### src/fbc_pkg.sv
/*
 Constants, field layout, operation codes and state codes for the flash
 bank command controller. Assumes a 40 MHz core clock and a flash that
 keeps the customary unlock and reset command codes.
*/
// How it works
// RULE1: Each bank reads array after power-up and after an embedded algorithm ends.
// RULE2: Erase suspend gives suspend-read; suspended sectors return status data.
// RULE3: Host writes reset after timeout bit rises, or to leave identification mode.
// RULE4: Reset returns banks to read or suspend-read; its address is ignored.
// RULE5: Reset between erase cycles aborts; once erasing, resets are ignored.
// RULE6: Reset between program cycles aborts; once programming, resets are ignored.
// RULE7: Aborted program in a suspended bank returns it to suspend-read.
// RULE8: Reset allowed mid identification sequence; only reset leaves identification mode.
// RULE9: Reset after timeout bit returns to read or suspend-read mode.
// RULE10: Identification sequence only to an idle bank, never while another programs.
// RULE11: Identification entry: two unlocks, then bank address with command; reads repeat.
// RULE12: Protection query reads carry bank address and sector select address.
// RULE13: Three writes enter the secured region; four writes leave it.
// RULE14: Secured region holds an eight word random serial number.
// RULE15: Secured region unreachable while busy; bypass and acceleration unavailable there.
// RULE16: Word program is two unlocks, setup, then address and data.
// RULE17: After program the bank reads array; progress shows on poll, toggle, busy.
// RULE18: Commands during embedded program are ignored; hardware reset stops it.
// RULE19: Programming only clears bits; a one over zero stays zero.
// RULE20: Two unlocks and 20h enter bypass; each word is A0h then data.
// RULE21: Bypass accepts only bypass program and bypass reset; exits by two writes.
// RULE22: High voltage on the accelerate pin enters bypass; only while programming.
// Code holds it high while the control bit is set outside identification mode, even when idle.
// RULE23: Unlocks are AAh at 555h, 55h at 2AAh; reset data is F0h.
// RULE24: Bad or misordered writes may confuse the device; reset restores reads.
package fbc_pkg;
	localparam int AW = 23;
	localparam int DW = 16;
	localparam int RW = 8;
	localparam int OPW = 4;
	localparam int CW = 4;
	// Own register offsets
	localparam logic [RW-1:0] REG_CMD   = 8'h00;
	localparam logic [RW-1:0] REG_ADDR  = 8'h04;
	localparam logic [RW-1:0] REG_WDATA = 8'h08;
	localparam logic [RW-1:0] REG_STAT  = 8'h0C;
	localparam logic [RW-1:0] REG_RDATA = 8'h10;
	localparam logic [RW-1:0] REG_CTRL  = 8'h14;
	// Status and control bit positions
	localparam int ST_BUSY  = 0;
	localparam int ST_DONE  = 1;
	localparam int ST_TOUT  = 2;
	localparam int ST_VERR  = 3;
	localparam int ST_REFU  = 4;
	localparam int ST_ID    = 5;
	localparam int ST_SEC   = 6;
	localparam int ST_BYP   = 7;
	localparam int ST_RDY   = 8;
	localparam int ST_ACC   = 9;
	localparam int CT_ACCEL = 0;
	// Flash data bits watched while polling
	localparam int TOGGLE_BIT  = 6;
	localparam int TIMEOUT_BIT = 5;
	// Command codes
	localparam logic [AW-1:0] UNL1_ADDR = 23'h000555;
	localparam logic [AW-1:0] UNL2_ADDR = 23'h0002AA;
	localparam logic [AW-1:0] ADDR_ANY  = 23'h000000;
	localparam logic [DW-1:0] UNL1_DATA = 16'h00AA;
	localparam logic [DW-1:0] UNL2_DATA = 16'h0055;
	localparam logic [DW-1:0] CMD_RESET = 16'h00F0;
	localparam logic [DW-1:0] CMD_IDENT = 16'h0090;
	localparam logic [DW-1:0] CMD_SECIN = 16'h0088;
	localparam logic [DW-1:0] CMD_TAIL  = 16'h0000;
	localparam logic [DW-1:0] CMD_PROG  = 16'h00A0;
	localparam logic [DW-1:0] CMD_BYPIN = 16'h0020;
	// Bus timing
	localparam int CLK_NS   = 25;
	localparam int T_WP_NS  = 35;
	localparam int T_WPH_NS = 20;
	localparam int T_ACC_NS = 70;
	localparam int SYNC_CYC = 2;
	localparam logic [CW-1:0] WP_CYC  = CW'((T_WP_NS + CLK_NS - 1) / CLK_NS);
	localparam logic [CW-1:0] WPH_CYC = CW'((T_WPH_NS + CLK_NS - 1) / CLK_NS);
	localparam logic [CW-1:0] ACC_CYC = CW'((T_ACC_NS + CLK_NS - 1) / CLK_NS + SYNC_CYC);
	typedef enum logic [OPW-1:0] {
		OP_READ      = 4'h0,
		OP_RESET     = 4'h1,
		OP_ID_ENTER  = 4'h2,
		OP_SEC_ENTER = 4'h3,
		OP_SEC_EXIT  = 4'h4,
		OP_PROGRAM   = 4'h5,
		OP_BYP_ENTER = 4'h6,
		OP_BYP_PROG  = 4'h7,
		OP_BYP_RESET = 4'h8
	} fbc_op_type;
	typedef enum logic [1:0] {
		ENG_IDLE  = 2'b00,
		ENG_PULSE = 2'b01,
		ENG_HOLD  = 2'b10
	} fbc_eng_type;
	typedef enum logic [2:0] {
		S_IDLE  = 3'b000,
		S_ISSUE = 3'b001,
		S_WAIT  = 3'b010,
		S_POLL  = 3'b011,
		S_PWAIT = 3'b100,
		S_READ  = 3'b101,
		S_RWAIT = 3'b110
	} fbc_state_type;
endpackage

### src/fbc_cyc_if.sv
/*
 Bus cycle request channel between the sequencer and the pin engine.
 Assumes both ends run on core_clk.
*/
`timescale 1ns/1ps
interface fbc_cyc_if;
	logic                 req;
	logic                 wr;
	logic [fbc_pkg::AW-1:0] addr;
	logic [fbc_pkg::DW-1:0] wdata;
	logic                 done;
	logic [fbc_pkg::DW-1:0] rdata;
	modport ctl (output req, output wr, output addr, output wdata, input done, input rdata);
	modport eng (input req, input wr, input addr, input wdata, output done, output rdata);
endinterface

### src/fbc_engine.sv
/*
 Pin engine: runs one asynchronous flash read or write cycle per request.
 Assumes the flash data pins are resolved by the bench from dq_oe.
*/
`timescale 1ns/1ps
module fbc_engine (
	input  wire logic                   core_clk,
	input  wire logic                   arst_n,
	fbc_cyc_if.eng                      cyc,
	output logic [fbc_pkg::AW-1:0]      flash_addr,
	output logic [fbc_pkg::DW-1:0]      flash_dq_out,
	output logic                        flash_dq_oe,
	input  wire logic [fbc_pkg::DW-1:0] flash_dq_in,
	output logic                        flash_ce_n,
	output logic                        flash_we_n,
	output logic                        flash_oe_n
);
	import fbc_pkg::*;
	fbc_eng_type   state_r;
	logic [CW-1:0] cnt_r;
	logic          wr_r;
	logic [DW-1:0] dq_s1_r;
	logic [DW-1:0] dq_s2_r;

	// Two-flop synchroniser for the data pins
	always_ff @(posedge core_clk or negedge arst_n)
	begin
		if (!arst_n)
		begin
			dq_s1_r <= '0;
			dq_s2_r <= '0;
		end
		else
		begin
			dq_s1_r <= flash_dq_in;
			dq_s2_r <= dq_s1_r;
		end
	end

	// Cycle sequencing: address and strobes, pulse, then hold
	always_ff @(posedge core_clk or negedge arst_n)
	begin
		if (!arst_n)
		begin
			state_r      <= ENG_IDLE;
			cnt_r        <= '0;
			wr_r         <= 1'b0;
			flash_addr   <= '0;
			flash_dq_out <= '0;
			flash_dq_oe  <= 1'b0;
			flash_ce_n   <= 1'b1;
			flash_we_n   <= 1'b1;
			flash_oe_n   <= 1'b1;
			cyc.done     <= 1'b0;
			cyc.rdata    <= '0;
		end
		else
		begin
			cyc.done <= 1'b0;
			case (state_r)
				ENG_IDLE:
				begin
					if (cyc.req)
					begin
						flash_addr   <= cyc.addr;
						flash_dq_out <= cyc.wdata;
						wr_r         <= cyc.wr;
						flash_ce_n   <= 1'b0;
						flash_we_n   <= ~cyc.wr;
						flash_oe_n   <= cyc.wr;
						flash_dq_oe  <= cyc.wr; // Drive only on writes
						cnt_r        <= cyc.wr ? WP_CYC : ACC_CYC;
						state_r      <= ENG_PULSE;
					end
				end
				ENG_PULSE:
				begin
					if (cnt_r != '0)
						cnt_r <= cnt_r - 1'b1;
					else
					begin
						flash_we_n <= 1'b1; // Data latched on this rising edge
						flash_oe_n <= 1'b1;
						if (!wr_r)
							cyc.rdata <= dq_s2_r;
						cnt_r   <= WPH_CYC;
						state_r <= ENG_HOLD;
					end
				end
				ENG_HOLD:
				begin
					if (cnt_r != '0)
						cnt_r <= cnt_r - 1'b1;
					else
					begin
						flash_ce_n  <= 1'b1;
						flash_dq_oe <= 1'b0;
						cyc.done    <= 1'b1;
						state_r     <= ENG_IDLE;
					end
				end
				default:
					state_r <= ENG_IDLE;
			endcase
		end
	end
endmodule

### src/fbc_top.sv
/*
 Flash bank command controller: an AHB-Lite register slave that turns
 software orders into flash command sequences and polls for completion.
 Assumes one AHB master with single word transfers and one flash bank
 being addressed at a time.
*/
// The register offsets and the AHB-Lite slave port were left to the implementer.
`timescale 1ns/1ps
module fbc_top #(
	parameter logic [fbc_pkg::AW-1:0] BANK_MASK = 23'h600000
) (
	input  wire logic                   core_clk,
	input  wire logic                   arst_n,
	input  wire logic                   hsel,
	input  wire logic [31:0]            haddr,
	input  wire logic [1:0]             htrans,
	input  wire logic                   hwrite,
	input  wire logic [2:0]             hsize,
	input  wire logic [31:0]            hwdata,
	input  wire logic                   hready,
	output logic                        hreadyout,
	output logic                        hresp,
	output logic [31:0]                 hrdata,
	output logic [fbc_pkg::AW-1:0]      flash_addr,
	output logic [fbc_pkg::DW-1:0]      flash_dq_out,
	output logic                        flash_dq_oe,
	input  wire logic [fbc_pkg::DW-1:0] flash_dq_in,
	output logic                        flash_ce_n,
	output logic                        flash_we_n,
	output logic                        flash_oe_n,
	input  wire logic                   ready_busy_n,
	output logic                        protect_accel_pin
);
	import fbc_pkg::*;
	fbc_cyc_if     cyc ();
	fbc_state_type state_r;
	fbc_op_type    op_r;
	logic [2:0]    step_r;
	logic          second_r;
	logic [DW-1:0] prev_r;
	logic [AW-1:0] addr_r;
	logic [DW-1:0] wdata_r;
	logic [DW-1:0] rdata_r;
	logic          accel_r;
	logic          busy_r;
	logic          done_r;
	logic          tout_r;
	logic          verr_r;
	logic          refu_r;
	logic          id_r;
	logic          sec_r;
	logic          byp_r;
	logic          rdy_s1_r;
	logic          rdy_s2_r;
	logic          aph_wr_r;
	logic          aph_rd_r;
	logic [RW-1:0] aph_addr_r;
	logic          aph_hit_r;
	logic          cmd_wr;
	logic          cmd_ok;
	logic [31:0]   rd_val;
	logic [31:0]   stat_val;

	// Number of flash writes in each operation
	function automatic logic [2:0] seq_len(fbc_op_type op);
		case (op)
			OP_RESET:     seq_len = 3'd1;
			OP_ID_ENTER:  seq_len = 3'd3;
			OP_SEC_ENTER: seq_len = 3'd3;
			OP_SEC_EXIT:  seq_len = 3'd4;
			OP_PROGRAM:   seq_len = 3'd4;
			OP_BYP_ENTER: seq_len = 3'd3;
			OP_BYP_PROG:  seq_len = 3'd2;
			OP_BYP_RESET: seq_len = 3'd2;
			default:      seq_len = 3'd0;
		endcase
	endfunction

	// Address and data of write number idx of an operation
	function automatic logic [AW+DW-1:0] seq_word(fbc_op_type op, logic [2:0] idx,
		logic [AW-1:0] a, logic [DW-1:0] d);
		logic [AW-1:0] ca;
		logic [DW-1:0] third;
		ca    = (a & BANK_MASK) | UNL1_ADDR; // Bank address on command write
		third = CMD_IDENT;
		case (op)
			OP_SEC_ENTER: third = CMD_SECIN;
			OP_PROGRAM:   third = CMD_PROG;
			OP_BYP_ENTER: third = CMD_BYPIN;
			default:      third = CMD_IDENT;
		endcase
		case (op)
			OP_RESET:
				seq_word = {ADDR_ANY, CMD_RESET}; // see RULE4 see RULE23
			OP_BYP_PROG:
				seq_word = (idx == 3'd0) ? {ca, CMD_PROG} : {a, d}; // see RULE20
			OP_BYP_RESET:
				seq_word = (idx == 3'd0) ? {ca, CMD_IDENT} : {ca, CMD_TAIL}; // see RULE21
			default:
			begin
				case (idx)
					3'd0:    seq_word = {UNL1_ADDR, UNL1_DATA}; // see RULE23
					3'd1:    seq_word = {UNL2_ADDR, UNL2_DATA};
					3'd2:    seq_word = {ca, third}; // see RULE11 see RULE13 see RULE16
					default: seq_word = (op == OP_PROGRAM) ? {a, d} : {ca, CMD_TAIL};
				endcase
			end
		endcase
	endfunction

	// Whether an operation may be issued in the current mode
	function automatic logic op_legal(logic [OPW-1:0] op, logic id, logic sec, logic byp);
		op_legal = 1'b1;
		if (op > OP_BYP_RESET)
			op_legal = 1'b0;
		else if (byp)
			op_legal = (op == OP_BYP_PROG) || (op == OP_BYP_RESET) || (op == OP_READ); // see RULE21
		else if (op == OP_BYP_PROG || op == OP_BYP_RESET)
			op_legal = 1'b0;
		else if (id)
			op_legal = (op == OP_READ) || (op == OP_RESET); // see RULE8 see RULE3
		else if (sec && op == OP_BYP_ENTER)
			op_legal = 1'b0; // see RULE15
	endfunction

	// Ready/busy pin synchroniser
	always_ff @(posedge core_clk or negedge arst_n)
	begin
		if (!arst_n)
		begin
			rdy_s1_r <= 1'b1;
			rdy_s2_r <= 1'b1;
		end
		else
		begin
			rdy_s1_r <= ready_busy_n;
			rdy_s2_r <= rdy_s1_r; // see RULE17
		end
	end

	// AHB-Lite address phase capture, read wait state and read data
	always_ff @(posedge core_clk or negedge arst_n)
	begin
		if (!arst_n)
		begin
			aph_wr_r   <= 1'b0;
			aph_rd_r   <= 1'b0;
			aph_addr_r <= '0;
			aph_hit_r  <= 1'b0;
			hreadyout  <= 1'b1;
			hresp      <= 1'b0;
			hrdata     <= '0;
		end
		else
		begin
			hresp <= 1'b0; // Always OKAY
			if (hready)
			begin
				aph_wr_r   <= hsel && htrans[1] && hwrite;
				aph_rd_r   <= hsel && htrans[1] && !hwrite;
				aph_addr_r <= haddr[RW-1:0];
				aph_hit_r  <= (haddr[31:RW] == '0);
				if (hsel && htrans[1] && !hwrite)
					hreadyout <= 1'b0; // One wait state on reads
			end
			else
			begin
				aph_wr_r <= 1'b0;
			end
			if (aph_rd_r && !hreadyout)
			begin
				hrdata    <= rd_val;
				hreadyout <= 1'b1;
				aph_rd_r  <= 1'b0;
			end
		end
	end

	// Software-written address, data and control registers
	always_ff @(posedge core_clk or negedge arst_n)
	begin
		if (!arst_n)
		begin
			addr_r  <= '0;
			wdata_r <= '0;
			accel_r <= 1'b0;
		end
		else
		begin
			if (aph_wr_r && aph_hit_r && aph_addr_r == REG_ADDR)
				addr_r <= hwdata[AW-1:0]; // see RULE12
			if (aph_wr_r && aph_hit_r && aph_addr_r == REG_WDATA)
				wdata_r <= hwdata[DW-1:0];
			if (aph_wr_r && aph_hit_r && aph_addr_r == REG_CTRL)
				accel_r <= hwdata[CT_ACCEL] && !sec_r; // see RULE15
			else if (sec_r)
				accel_r <= 1'b0;
		end
	end

	// High voltage only while bypass programming may follow
	always_ff @(posedge core_clk or negedge arst_n)
	begin
		if (!arst_n)
			protect_accel_pin <= 1'b0;
		else
			protect_accel_pin <= accel_r && !sec_r && !id_r; // see RULE22
	end

	// Command acceptance
	assign cmd_wr = aph_wr_r && aph_hit_r && (aph_addr_r == REG_CMD);
	assign cmd_ok = cmd_wr && (state_r == S_IDLE) && // see RULE10
		op_legal(hwdata[OPW-1:0], id_r, sec_r, byp_r || accel_r);

	// Status word
	always_comb
	begin
		stat_val = '0;
		stat_val[ST_BUSY] = busy_r;
		stat_val[ST_DONE] = done_r;
		stat_val[ST_TOUT] = tout_r;
		stat_val[ST_VERR] = verr_r;
		stat_val[ST_REFU] = refu_r;
		stat_val[ST_ID]   = id_r;
		stat_val[ST_SEC]  = sec_r;
		stat_val[ST_BYP]  = byp_r || accel_r;
		stat_val[ST_RDY]  = rdy_s2_r;
		stat_val[ST_ACC]  = accel_r;
	end

	// Register read decode; unmapped reads give zero
	always_comb
	begin
		rd_val = '0;
		if (aph_hit_r)
		begin
			case (aph_addr_r)
				REG_CMD:   rd_val[OPW-1:0] = op_r;
				REG_ADDR:  rd_val[AW-1:0] = addr_r;
				REG_WDATA: rd_val[DW-1:0] = wdata_r;
				REG_STAT:  rd_val = stat_val;
				REG_RDATA: rd_val[DW-1:0] = rdata_r;
				REG_CTRL:  rd_val[CT_ACCEL] = accel_r;
				default:   rd_val = '0;
			endcase
		end
	end

	// Sequencer: command writes, completion polling and recovery
	always_ff @(posedge core_clk or negedge arst_n)
	begin
		if (!arst_n)
		begin
			state_r   <= S_IDLE;
			op_r      <= OP_READ;
			step_r    <= '0;
			second_r  <= 1'b0;
			prev_r    <= '0;
			rdata_r   <= '0;
			busy_r    <= 1'b0;
			done_r    <= 1'b0;
			tout_r    <= 1'b0;
			verr_r    <= 1'b0;
			refu_r    <= 1'b0;
			id_r      <= 1'b0; // see RULE1
			sec_r     <= 1'b0;
			byp_r     <= 1'b0;
			cyc.req   <= 1'b0;
			cyc.wr    <= 1'b0;
			cyc.addr  <= '0;
			cyc.wdata <= '0;
		end
		else
		begin
			cyc.req <= 1'b0;
			case (state_r)
				S_IDLE:
				begin
					if (cmd_ok)
					begin
						op_r    <= fbc_op_type'(hwdata[OPW-1:0]);
						step_r  <= '0;
						busy_r  <= 1'b1;
						done_r  <= 1'b0;
						tout_r  <= 1'b0;
						verr_r  <= 1'b0;
						refu_r  <= 1'b0;
						state_r <= S_ISSUE;
					end
					else if (cmd_wr)
						refu_r <= 1'b1;
				end
				S_ISSUE:
				begin
					if (step_r < seq_len(op_r))
					begin
						cyc.req <= 1'b1;
						cyc.wr  <= 1'b1;
						{cyc.addr, cyc.wdata} <= seq_word(op_r, step_r, addr_r, wdata_r);
						step_r  <= step_r + 3'd1;
						state_r <= S_WAIT;
					end
					else if (op_r == OP_PROGRAM || op_r == OP_BYP_PROG)
					begin
						second_r <= 1'b0;
						state_r  <= S_POLL; // see RULE16 see RULE18
					end
					else if (op_r == OP_READ)
						state_r <= S_READ; // see RULE11 see RULE14
					else
					begin
						busy_r  <= 1'b0;
						done_r  <= 1'b1;
						state_r <= S_IDLE;
						case (op_r)
							OP_RESET:
							begin
								id_r <= 1'b0; // see RULE8 see RULE24
								if (tout_r)
									byp_r <= 1'b0; // see RULE9
							end
							OP_ID_ENTER:  id_r  <= 1'b1; // see RULE10
							OP_SEC_ENTER: sec_r <= 1'b1; // see RULE13
							OP_SEC_EXIT:  sec_r <= 1'b0;
							OP_BYP_ENTER: byp_r <= 1'b1; // see RULE20
							OP_BYP_RESET: byp_r <= 1'b0; // see RULE21
							default:      id_r  <= id_r;
						endcase
					end
				end
				S_WAIT:
				begin
					if (cyc.done)
						state_r <= S_ISSUE;
				end
				S_POLL:
				begin
					cyc.req  <= 1'b1;
					cyc.wr   <= 1'b0;
					cyc.addr <= addr_r;
					state_r  <= S_PWAIT;
				end
				S_PWAIT:
				begin
					if (cyc.done && !second_r)
					begin
						prev_r   <= cyc.rdata;
						second_r <= 1'b1;
						state_r  <= S_POLL;
					end
					else if (cyc.done)
					begin
						second_r <= 1'b0;
						if (prev_r[TOGGLE_BIT] == cyc.rdata[TOGGLE_BIT])
						begin
							rdata_r <= cyc.rdata;
							verr_r  <= (cyc.rdata != wdata_r); // see RULE19
							busy_r  <= 1'b0;
							done_r  <= 1'b1; // see RULE17
							state_r <= S_IDLE;
						end
						else if (cyc.rdata[TIMEOUT_BIT])
						begin
							tout_r  <= 1'b1;
							op_r    <= OP_RESET; // see RULE3
							step_r  <= '0;
							state_r <= S_ISSUE;
						end
						else
							state_r <= S_POLL;
					end
				end
				S_READ:
				begin
					cyc.req  <= 1'b1;
					cyc.wr   <= 1'b0;
					cyc.addr <= addr_r;
					state_r  <= S_RWAIT;
				end
				S_RWAIT:
				begin
					if (cyc.done)
					begin
						rdata_r <= cyc.rdata; // see RULE2 see RULE12
						busy_r  <= 1'b0;
						done_r  <= 1'b1;
						state_r <= S_IDLE;
					end
				end
				default:
					state_r <= S_IDLE;
			endcase
		end
	end

	// Flash pin engine
	fbc_engine u_engine (
		.core_clk     (core_clk),
		.arst_n       (arst_n),
		.cyc          (cyc.eng),
		.flash_addr   (flash_addr),
		.flash_dq_out (flash_dq_out),
		.flash_dq_oe  (flash_dq_oe),
		.flash_dq_in  (flash_dq_in),
		.flash_ce_n   (flash_ce_n),
		.flash_we_n   (flash_we_n),
		.flash_oe_n   (flash_oe_n)
	);
endmodule

### config.mk
export PLATFORM = sky130hd
export DESIGN_NAME = fbc_top
export DESIGN_NICKNAME = d
export VERILOG_FILES = /design/src/fbc_pkg.sv /design/src/fbc_cyc_if.sv /design/src/fbc_engine.sv /design/src/fbc_top.sv
export SDC_FILE = /design/constraint.sdc
export NUM_CORES = 1
export LEC_CHECK = 0
export CORE_MARGIN = 8
export CORE_UTILIZATION = 30
export CTS_CLUSTER_SIZE = 25
export DETAILED_ROUTE_END_ITERATION = 6
export DONT_BUFFER_PORTS = 1
export PLACE_DENSITY_LB_ADDON = 0.3
export SLEW_MARGIN = 20
export SYNTH_ARGS = -nofsm -noshare
export SYNTH_HDL_FRONTEND = slang
export SYNTH_SLANG_ARGS = --single-unit
### constraint.sdc
create_clock -name core_clk -period 3.65 [get_ports core_clk]
set_clock_uncertainty 0.15 [all_clocks]
set_input_delay 0.365 -clock core_clk [delete_from_list [all_inputs] [get_ports core_clk]]
set_output_delay 0.365 -clock core_clk [all_outputs]
set_load 0.05 [all_outputs]
Yosys cells after proc, flatten, opt, wreduce, memory -nomap -nowiden
Memory sizes are Yosys's and may differ from the RTL's.
Index checks and enable logic that the tools add are counted.
W data, S select, Z words.
- output and inout bits: 78
- bits in read-only memories: 48
- RAM bits: 0
- bits in registers: 269
- memories kept: 1
- bits of input ports: 91
- latch bits: 0
- add/subtract/negate cells: 2
- equal/unequal tests: 48
- reductions and logical operators: 72
- div/mod/pow operators: 0
- magnitude comparators: 2
- bitwise logic cells: 6
- multiplexer cells: 117
- multiply operators: 0
- shift-type cells: 0
- memories (memory ; depth ; bits a word ; read ports ; clocked after Yosys merged registers in ; write ports ; RTL line ; text):
    (no name shown) ; 16 ; 3 ; 1 ; 0 ; 0 ; fbc_top.sv:66 ; case (op)
- operator list (cell ; count):
    $pmux W39 S3 ; 2
    $mux W37 ; 2
    $mux W16 ; 4
    $mux W1 ; 51
    $mux W3 ; 16
    $pmux W12 S4 ; 1
    $mux W23 ; 2
    $pmux W23 S2 ; 1
    $mux W4 ; 8
    $pmux W16 S2 ; 1
    $ne A2 B2 Y1 const B ; 13
    $eq A4 B3 Y1 const B ; 6
    $logic_not A24 Y1 ; 1
    $pmux W8 S3 ; 1
    $reduce_bool A2 Y1 ; 12
    $pmux W1 S2 ; 11
    $pmux W3 S7 ; 1
    $reduce_and A5 Y1 ; 4
    $eq A8 B4 Y1 const B ; 2
    $eq A8 B5 Y1 const B ; 2
    $logic_and A1 B1 Y1 ; 16
    $ne A16 B16 Y1 ; 1
    $pmux W3 S5 ; 1
    $reduce_and A3 Y1 ; 5
    other kinds (41) ; 83

Depth between registers and ports, before layout
Gate-level depths: netlist of the first run.
- depth in word-level cells: 10
- depth in mapped cells: 12
- mapped depth without buffers: 9

Hierarchy
From an unflattened synthesis of the first run, not the netlist that was laid out.
- cells, all modules: 893
- area total of the unflattened synthesis: 11029.3 um^2
- by module, submodules not included (module ; cells an instance ; instances ; area an instance (um^2)):
    fbc_top ; 672 ; 1 ; 7420.9
    fbc_engine ; 221 ; 1 ; 3608.5

Worst setup path before layout of the first run
No wires, ideal clock.
- path type: register -> register
- from: register op_r[2]
- to: register step_r[2]
- path buffers: 1
- arrival: 2515 ps
- cell stages (with the launch flop): 10
- library setup time: 83 ps
- setup slack: 903 ps
- required time: 3417 ps
- cells stage by stage: dfrtp_1 > or4b_1 > and2_1 > ha_1 > nor4_1 > a32oi_1 > nor2_1 > clkbuf_1 > o21ai_0 > o21ai_0
- cells in the longest elaborated chain, start to end: 5
- RTL lines (element ; RTL line ; text):
    start, declared ; fbc_top.sv:37 ; fbc_op_type op_r;
    start signal, assigned ; fbc_top.sv:281 ; op_r <= fbc_op_type'(hwdata[OPW-1:0]);
    $mem_v2 Z16 W3 ; - ;
    $mux W3 ; fbc_top.sv:276 ; case (state_r)
    $lt A3 B3 Y1 ; fbc_top.sv:295 ; if (step_r < seq_len(op_r))
    $ne A2 B2 Y1 (no source line) ; - ;
    $reduce_and A7 Y1 (no source line) ; - ;
    end signal, assigned ; fbc_top.sv:300 ; step_r <= step_r + 3'd1;
    end, declared ; fbc_top.sv:38 ; logic [2:0] step_r;
No other way between the ends. The select of a mux whose other input is x is not followed.
A chain may end at the register's enable or synchronous reset.

Worst setup path after layout of the first run
- from: register op_r[1]
- to: register step_r[2]
Same word-level chain as after synthesis.

==> results_dict.tcl, run 1 <==
set metrics [dict create \
    max_stage_delay_ns 0.65 \
    power_frac_seq_pct 48.7 \
    slew_headroom_pct 29.0 \
    die_x_um 208 \
    rsz0062_at_grt "no" \
    stdcell_count 1488 \
    yosys_most_used_dff "dfrtp_1" \
    ys_async_sr_fraction_pct 100 \
    whs_ns -0.605 \
    critical_path_class "register to register" \
    gp_congestion 0.833 \
    cts_buffers 28 \
    synth-edff-count 0 \
    synth_common_cells "dfrtp_1, mux2_2, nand2_1" \
    synthTopCellsByArea "dfrtp_1, mux2_2, nand2_1" \
    insertion_delay_ns 0.54 \
    violations "DRC, hold timing" \
    clockPowerShare_pct 29.4 \
    fmax_mhz 323 \
    std_cell_rows 70 \
    fin_setup_tns_ns 0 \
    outcome "complete, but fails checks" \
    syn_inst 943 \
    synth_most_common_cell "dfrtp_1" \
    start_util_pct 30.3 \
    dieHeight_um 208 \
    finalCritPeriodShare_pct 84.8 \
    cts.sinks 254 \
    dp_cells 1375 \
    cp_top_family "simple AND/OR/NAND/NOR gates" \
    p_int_uw 6100 \
    h-tree-depth 1 \
    final_antenna_net_count 0 \
    crit_fanout 10 \
    yosysTopAreaCell "dfrtp_1" \
    cp_common_cell "o21ai_0" \
    cts_hold_buffers 58 \
    cts_setup_buffers 0 \
    maxSlewViolCount 0 \
    p_leak_uw 0.00572 \
    cts_root_buffer "clkbuf_16" \
    hold_viol 254 \
    vias 7425 \
    synth_seq_cells 254 \
    p_sw_uw 3520 \
    synth_top_area_share_pct 56.2 \
    via_per_inst 4.99 \
    cts_tree "yes" \
    grt_pass1_vias 7613 \
    grt_pass1_wl_mm 46.8 \
    synthesis.area_um2 11000 \
    io_pins 169 \
    ir_drop_mv 0.381 \
    gr-total-overflow 0 \
    grt_usage_pct 13.6 \
    cp.required_ns 3.94 \
    final_nets 1097 \
    hp-class "primary input to asynchronous set/reset pin" \
    pwr_density_cell_nw_per_um2 741 \
    path_cells "or4b_1, and2_1, ha_1, nor4_1, a32oi_1, nor2_1, buf_4, o21ai_0, o21ai_0" \
    min_period_ns 3.10 \
    crit_arrival_ns 3.39 \
    die-area_um2 43200 \
    wl_per_cell_um 20.1 \
    clkTransAtPathRegs_ns 0.06 \
    routed_wl_mm 29.9 \
    p_comb_share_pct 21.9 \
    dp_hpwl_mm 21.1 \
    grt_start_max_net_pins 255 \
    drive_above_1_share_pct 19.7 \
    worst_pin_slew_ns 1.06 \
    drt_iter0_drc 626 \
    drtPass1Iterations 7 \
    fill_cells 3603 \
    cts_buffer_depth 3 \
    cts_resized 0 \
    avgSynthCellArea_um2 11.7 \
    synth_cell_types 76 \
    port_buffers 0 \
    p_sw_share_pct 36.6 \
    cap_violations 0 \
    coreArea_um2 36400 \
    yosys_warnings 0 \
    drc 1 \
    cp-end-kind "register" \
    syn_to_final_growth_pct 17.4 \
    setup_viol 0 \
    cp.buffers_inverters 1 \
    cp_slowest_cell "or4b_1" \
    ys_seq_area_share_pct 57.6 \
    cp-start-kind "register" \
    antenna_found_initial 3 \
]
[path summary, 6_finish.rpt]
path	to	from	slack, ns	cells after the start
worst min register to register	u_engine.dq_s2_r[0]	u_engine.dq_s1_r[0]	0.20	0
worst min-delay path	u_engine.state_r[1]	arst_n	-0.61	0
max in group asynchronous	u_engine.dq_s2_r[10]	arst_n	3.26	0
worst max register to register	step_r[2]	op_r[1]	0.55	9
min in group core_clk	u_engine.dq_s2_r[0]	u_engine.dq_s1_r[0]	0.20	0
worst max-delay path	step_r[2]	op_r[1]	0.55	9
[power groups by stage]
| stage | combinational (uW) | clock, uW | sequential, uW |
|---|---|---|---|
| CTS | 2110 | 2900 | 4700 |
| detailed placement | 2050 | 0 | 4760 |
| global placement | 2000 | 0 | 4730 |
| floorplan | 1720 | 0 | 4440 |
| finish | 2110 | 2820 | 4680 |
| global route | 2350 | 3010 | 4790 |
[cell usage in the layout, fill, tap and decap left out, types with 5 or more instances in the layout]
cell type / netlist / final
a21oi_1: 45 / 45
nand2_1: 107 / 106
a22o_1: 11 / 11
inv_1: 20 / 20
conb_1: 1 / 10
o21ai_0: 59 / 59
xnor2_1: 17 / 17
nor4_1: 8 / 8
and3_1: 5 / 5
a21o_1: 8 / 8
dfrtp_1: 248 / 248
clkbuf_1: 24 / 9
ha_1: 11 / 11
nand3_1: 24 / 24
clkbuf_16: 0 / 29
dlygate4sd3_1: 0 / 58
nor2b_1: 10 / 10
nor2_1: 46 / 46
a222oi_1: 10 / 10
clkinvlp_4: 0 / 5
mux2_2: 111 / 111
o22a_1: 5 / 5
dfstp_2: 6 / 6
mux2_4: 10 / 10
o2bb2ai_1: 7 / 7
nand2b_1: 14 / 14
a221oi_1: 6 / 6
nand4_1: 8 / 8
buf_4: 12 / 15
nor3_1: 12 / 12
[cell type report]
cell class / instances / area [um2] / area share (%)
Clock inverter: 10 / 113 / 0.868
Sequential cell: 254 / 6360 / 49.1
Clock buffer: 42 / 815 / 6.28
Multi-Input combinational cell: 618 / 4310 / 33.3
Tap cell: 468 / 586 / 4.52
Timing Repair Buffer: 73 / 693 / 5.35
Antenna cell: 3 / 7.51 / 0.0579
Inverter: 20 / 75.1 / 0.579
[routing by layer]
layer  global-route usage [%]  up-vias  wire [um]
met5                        0        -          0
met4                     3.57        0        687
met3                     3.29       42       2290
met2                     21.2      235      13500
met1                     18.5     3686      13500
li1                         -     3462          -
[cells by family (layout without fill, tap and decap cells)]
group / Yosys count / count (layout) / share of synthesized area, %
fa+ha+maj: 11 / 11 / 1.25
simple gates: 263 / 263 / 11.5
xor+xnor: 19 / 19 / 1.51
other cells: 1 / 13 / 0.0340
buf+inv: 80 / 145 / 3.62
mux: 122 / 122 / 12.8
compound gates: 193 / 193 / 11.7
flops: 254 / 254 / 57.6
[per-stage QoR]
step	area (um2)	total power (uW)	utilization, %	setup WS [ns]
2_1_floorplan	11100	6160	-	0.903
3_3_place_gp	11500	6730	31.4	0.621
3_5_place_dp	11500	6800	31.4	0.616
4_1_cts	13000	9710	35.6	0.592
5_1_grt	13000	10100	35.6	0.362
6_report	13000	9610	35.6	0.554
[sequential cells by signal (all words and copies together) (netlist names), 2 cells and up]
signal                 cells
hrdata                    23
step_r                     3
u_engine.cyc.rdata        16
wdata_r                   16
u_engine.cnt_r             4
aph_addr_r                 8
op_r                       4
u_engine.dq_s1_r          16
cyc.addr                  23
u_engine.flash_dq_out     16
u_engine.dq_s2_r          16
cyc.wdata                 16
state_r                    3
addr_r                    23
rdata_r                   16
u_engine.flash_addr       23
u_engine.state_r           2
Note: power is estimated with default switching activity, not from simulation.
==> inputs of run 2 (changes only) <==
Clock period 3.65 ns to 3.1 ns, I/O delays scaled along.
==> run 2 against run 1 <==
Critical path depth is the same. Global-route usage shrank 0.14 points. Clock power grew 27%. Worst hold slack worse by 0.064 ns. Cell count about the same. Non-clock buffer count up 4. Flip-flop and latch count is the same. Via count is essentially flat. First-iteration DRC count down 16%. Register-to-register slack worse by 0.34 ns. Routed wire length decreased by 1.4%. Utilization up 0.33 points. The run ends with hold timing left. Largest power group unchanged.
==> results_dict.tcl, run 2 (synthesis results as in run 1) <==
set metrics [dict create \
    final_common_cell "dfrtp_1" \
    io_pins 169 \
    worst_pin_slew_ns 0.831 \
    cp-start-kind "register" \
    hp-class "primary input to asynchronous set/reset pin" \
    drive_above_1_share_pct 20.7 \
    whs_ns -0.669 \
    cts.sinks 254 \
    die-area_um2 43200 \
    finalCritPeriodShare_pct 93.2 \
    via_per_inst 4.99 \
    maxSlewViolCount 0 \
    drtPass1Iterations 5 \
    violations "hold timing" \
    dp_hpwl_mm 20.9 \
    final_antenna_net_count 0 \
    gr-total-overflow 0 \
    path_cells "or4b_1, and2_1, ha_1, nor4_1, a32oi_1, nor2_1, buf_4, nand3_1, nand2_1" \
    mostFrequentLayoutCells "dfrtp_1, mux2_2, nand2_1" \
    crit_arrival_ns 3.21 \
    critical_path_class "register to register" \
    cts_buffer_depth 3 \
    n_antenna_cell 0 \
    ir_drop_mv 0.476 \
    final_nets 1101 \
    max_stage_delay_ns 0.57 \
    insertion_delay_ns 0.55 \
    setup_viol 0 \
    grt_pass1_vias 7417 \
    place_area_um2 11500 \
    outcome "complete, but fails checks" \
    wl_per_cell_um 19.8 \
    cp-end-kind "register" \
    routed_wl_mm 29.5 \
    rsz0062_at_grt "no" \
    drc 0 \
    pwr_density_cell_nw_per_um2 884 \
    post-route-cell-area_um2 13100 \
    fin_util_pct 35.9 \
    gp_congestion 0.834 \
    syn_to_final_growth_pct 18.5 \
    cts_hold_buffers 58 \
    min_period_ns 2.89 \
    cts_buffers 28 \
    coreArea_um2 36400 \
    fin_setup_tns_ns 0 \
    cp.buffers_inverters 1 \
    antenna_found_initial 0 \
    cap_violations 0 \
    vias 7423 \
    std_cell_rows 70 \
    worst_slack_ns 0.211 \
    cts_setup_buffers 0 \
    dieHeight_um 208 \
    cts_root_buffer "clkbuf_16" \
    grt_pass1_wl_mm 46.5 \
    grt_start_max_net_pins 255 \
    pre_cts_slack_ns 0.213 \
    die_x_um 208 \
    port_buffers 0 \
    cp_slowest_cell "or4b_1" \
    drt_iter0_drc 527 \
    crit_fanout 11 \
    fmax_mhz 346 \
    slew_headroom_pct 44.6 \
    hold_viol 254 \
    p_leak_uw 0.00580 \
    start_util_pct 30.3 \
    h-tree-depth 1 \
    cp_top_family "simple AND/OR/NAND/NOR gates" \
    clkTransAtPathRegs_ns 0.07 \
    cp.depth 9 \
    fill_cells 3619 \
    r2r_cells 9 \
    cts_tree "yes" \
    grt_usage_pct 13.4 \
    cp.required_ns 3.43 \
]
run 2: final timing paths:
check / from / end / slack (ns)
setup / recovery: op_r[1] / cyc.wdata[15] / 0.21
hold / removal: arst_n / u_engine.state_r[1] / -0.67
setup reg to reg: op_r[1] / cyc.wdata[15] / 0.21
hold reg to reg: u_engine.dq_s1_r[14] / u_engine.dq_s2_r[14] / 0.20
max in group asynchronous: arst_n / u_engine.flash_dq_oe / 2.90
min in group core_clk: hwdata[0] / state_r[0] / 0.14
run 2: cell type report:
cell class	count	area, um2	share of cell area [%]
clock buffers	32	726	5.55
clock inverters	20	278	2.12
inverters	20	75.1	0.574
multi-input cells	618	4320	33.0
flip-flops and latches	254	6360	48.6
well taps	468	586	4.48
repair buffers	77	736	5.62
run 2: power by group:
part / switching [uW] / internal (uW) / total [uW] / leakage (uW)
logic: 1310 / 1170 / 2480 / 0.00212
clock network: 1390 / 2190 / 3580 / 0.000492
registers: 1460 / 4050 / 5500 / 0.00318
run 2: routing by layer:
metal  global-route usage [%]  routed length (um)  vias to the layer above
met5                        0                   0                        -
met1                     18.6               13800                     3693
met3                     2.94                1790                       32
met2                     21.1               13400                      223
li1                         -                   -                     3475
met4                     3.11                 555                        0
run 2: stage by stage:
step / std cells / hold slack (ns) / power [uW]
after floorplan: 952 / -0.136 / 7260
after global placement: 1379 / -0.116 / 7940
after detailed placement: 1379 / -0.118 / 8000
after CTS: 1489 / -0.711 / 11700
after global routing: 1489 / -0.697 / 12200
final: 1489 / -0.669 / 11600
run 2: repair_timing:
item | in CTS | in global routing
endpoints found under the hold margin | 327 | 254
resized for setup | 0 | 2
endpoints found under the setup margin | 0 | 4
==> inputs of run 3 (changes only) <==
Settings changed: SLEW_MARGIN 20 to 30.
Clock period 3.1 ns to 3.5 ns, I/O delays scaled along.
==> run 3 against run 2 <==
The run still ends with hold timing left. Sequential share of layout area grew 0.23 points. Clock power is 14% lower. Count of clock-buffer cells in the layout grew 8.
==> results_dict.tcl, run 3 (synthesis results as in run 1) <==
set metrics [dict create \
    outcome "complete, but fails checks" \
    violations "hold timing" \
    wl_met3_mm 1.99 \
    finalCritPeriodShare_pct 87.0 \
    cts_buffer_depth 3 \
    drc 0 \
    p_int_uw 6510 \
    cap_violations 0 \
    pwr_density_cell_nw_per_um2 780 \
    reg2reg_from "op_r[1]" \
    r2r_cells 8 \
    setup_viol 0 \
    clkTransAtPathRegs_ns 0.06 \
    std_cell_rows 70 \
    p_sw_uw 3640 \
    final_common_cell "dfrtp_1" \
    whs_ns -0.615 \
    start_util_pct 30.3 \
    coreArea_um2 36400 \
    drt_iter0_drc 494 \
    gr-total-overflow 0 \
    slew_headroom_pct 50.0 \
    grt_pass1_wl_mm 47.1 \
    cts_hold_buffers 58 \
    io_pins 169 \
    fin_setup_tns_ns 0 \
    dp_hpwl_mm 21.2 \
    pre_cts_slack_ns 0.519 \
    cts_buffers 28 \
    ir_drop_mv 0.420 \
    power_frac_seq_pct 48.1 \
    crit_arrival_ns 3.34 \
    rsz0062_at_grt "no" \
    grt_usage_pct 13.6 \
    fmax_mhz 328 \
    reg2reg_to "cyc.addr[9]" \
    final_nets 1098 \
    total_power_uw 10200 \
    critical_path_class "register to register" \
    die_x_um 208 \
    crit_fanout 6 \
    port_buffers 0 \
    gp_congestion 0.824 \
    cp.required_ns 3.80 \
    maxSlewViolCount 0 \
    final_antenna_net_count 0 \
    grt_pass1_vias 7694 \
    routed_wl_mm 29.8 \
    min_period_ns 3.05 \
    die-area_um2 43200 \
    syn_to_final_growth_pct 18.0 \
    cp-end-kind "register" \
    fill_cells 3652 \
    p_sw_share_pct 35.9 \
    dieHeight_um 208 \
    insertion_delay_ns 0.54 \
    antenna_found_initial 1 \
    r2r_slack_ns 0.45 \
    via_per_inst 5.05 \
    mostFrequentLayoutCells "dfrtp_1, mux2_2, nand2_1" \
    worst_pin_slew_ns 0.749 \
    clockPowerShare_pct 30.4 \
    cts_root_buffer "clkbuf_16" \
    routed.top_layer "met4" \
    cts_tree "yes" \
    grt_start_max_net_pins 255 \
    h-tree-depth 1 \
    wl_per_cell_um 20.1 \
    worst_slack_ns 0.454 \
    hp-class "primary input to asynchronous set/reset pin" \
    drive_above_1_share_pct 20.0 \
    drtPass1Iterations 7 \
    p_leak_uw 0.00577 \
    cp-start-kind "register" \
    wirelength_met1_mm 13.5 \
    hold_viol 254 \
    vias 7497 \
    cts.sinks 254 \
    wl_met2_mm 13.6 \
    p_comb_share_pct 21.6 \
]
[run 3: cell types whose count changed in the layout (fill, tap and decap cells not counted), moves of 2 or more]
cell,delta
bufinv_16,-2
clkbuf_1,+3
clkbuf_8,+4
buf_4,-2
clkinv_2,-5
[run 3: worst max-delay path: stages (launching register included)]
cell	delay, ns
dfrtp_1	0.37
or4b_1	0.53
and2_1	0.18
ha_1	0.19
nor4_1	0.37
a32oi_1	0.28
nor2_1	0.45
a21o_1	0.28
o2bb2ai_1	0.14
[run 3: how the worst max path moves through the flow]
| stage | slack, ns | endpoint | startpoint | cells past startpoint |
|---|---|---|---|---|
| after floorplan | 0.75 | step_r[2] | op_r[2] | 9 |
| after global placement | 0.61 | cyc.wdata[7] | op_r[1] | 9 |
| after detailed placement | 0.52 | cyc.addr[9] | op_r[1] | 8 |
| after CTS | 0.49 | cyc.addr[9] | op_r[1] | 8 |
| after global routing | 0.17 | cyc.wdata[12] | op_r[1] | 9 |
| final | 0.45 | cyc.addr[9] | op_r[1] | 8 |
[run 3: area by class of cell]
type / count / area, um2 / area share, %
sequential: 254 / 6360 / 48.9
multi-input combinational: 618 / 4320 / 33.2
clock buffer: 40 / 817 / 6.27
timing repair buffer: 74 / 701 / 5.38
inverter: 20 / 75.1 / 0.576
antenna: 1 / 2.50 / 0.0192
clock inverter: 10 / 160 / 1.23
tap: 468 / 586 / 4.50
[run 3: power groups by stage]
| stage | Clock, uW | Sequential, uW | Combinational [uW] |
|---|---|---|---|
| 6_report | 3080 | 4880 | 2190 |
| 5_1_grt | 3300 | 4990 | 2450 |
| 4_1_cts | 3180 | 4900 | 2200 |
| 3_5_place_dp | 0 | 4950 | 2130 |
| 3_3_place_gp | 0 | 4940 | 2080 |
| 2_1_floorplan | 0 | 4630 | 1800 |
[run 3: timing repair]
| action | CTS | global route |
|---|---|---|
| resized for setup | 0 | 0 |
| buffers inserted | 0 | 0 |
| endpoints found under the setup margin | 0 | 0 |
| hold endpoints to repair | 327 | 254 |
[run 3: metrics by stage]
| step | hold WS (ns) | utilization [%] | cells | cell area, um2 |
|---|---|---|---|---|
| final | -0.615 | 35.7 | 1485 | 13000 |
| after global placement | -0.0763 | 31.4 | 1376 | 11500 |
| after detailed placement | -0.0762 | 31.5 | 1376 | 11500 |
| after floorplan | -0.0956 | - | 952 | 11100 |
| after CTS | -0.657 | 35.7 | 1484 | 13000 |
| after global routing | -0.647 | 35.7 | 1485 | 13000 |
[run 3: routing by layer]
metal  global-route usage, %  vias to the layer above
li1                        -                     3470
met1                    18.2                     3755
met2                    21.6                      225
met3                    3.58                       47
met4                    3.33                        0
met5                       0                        -
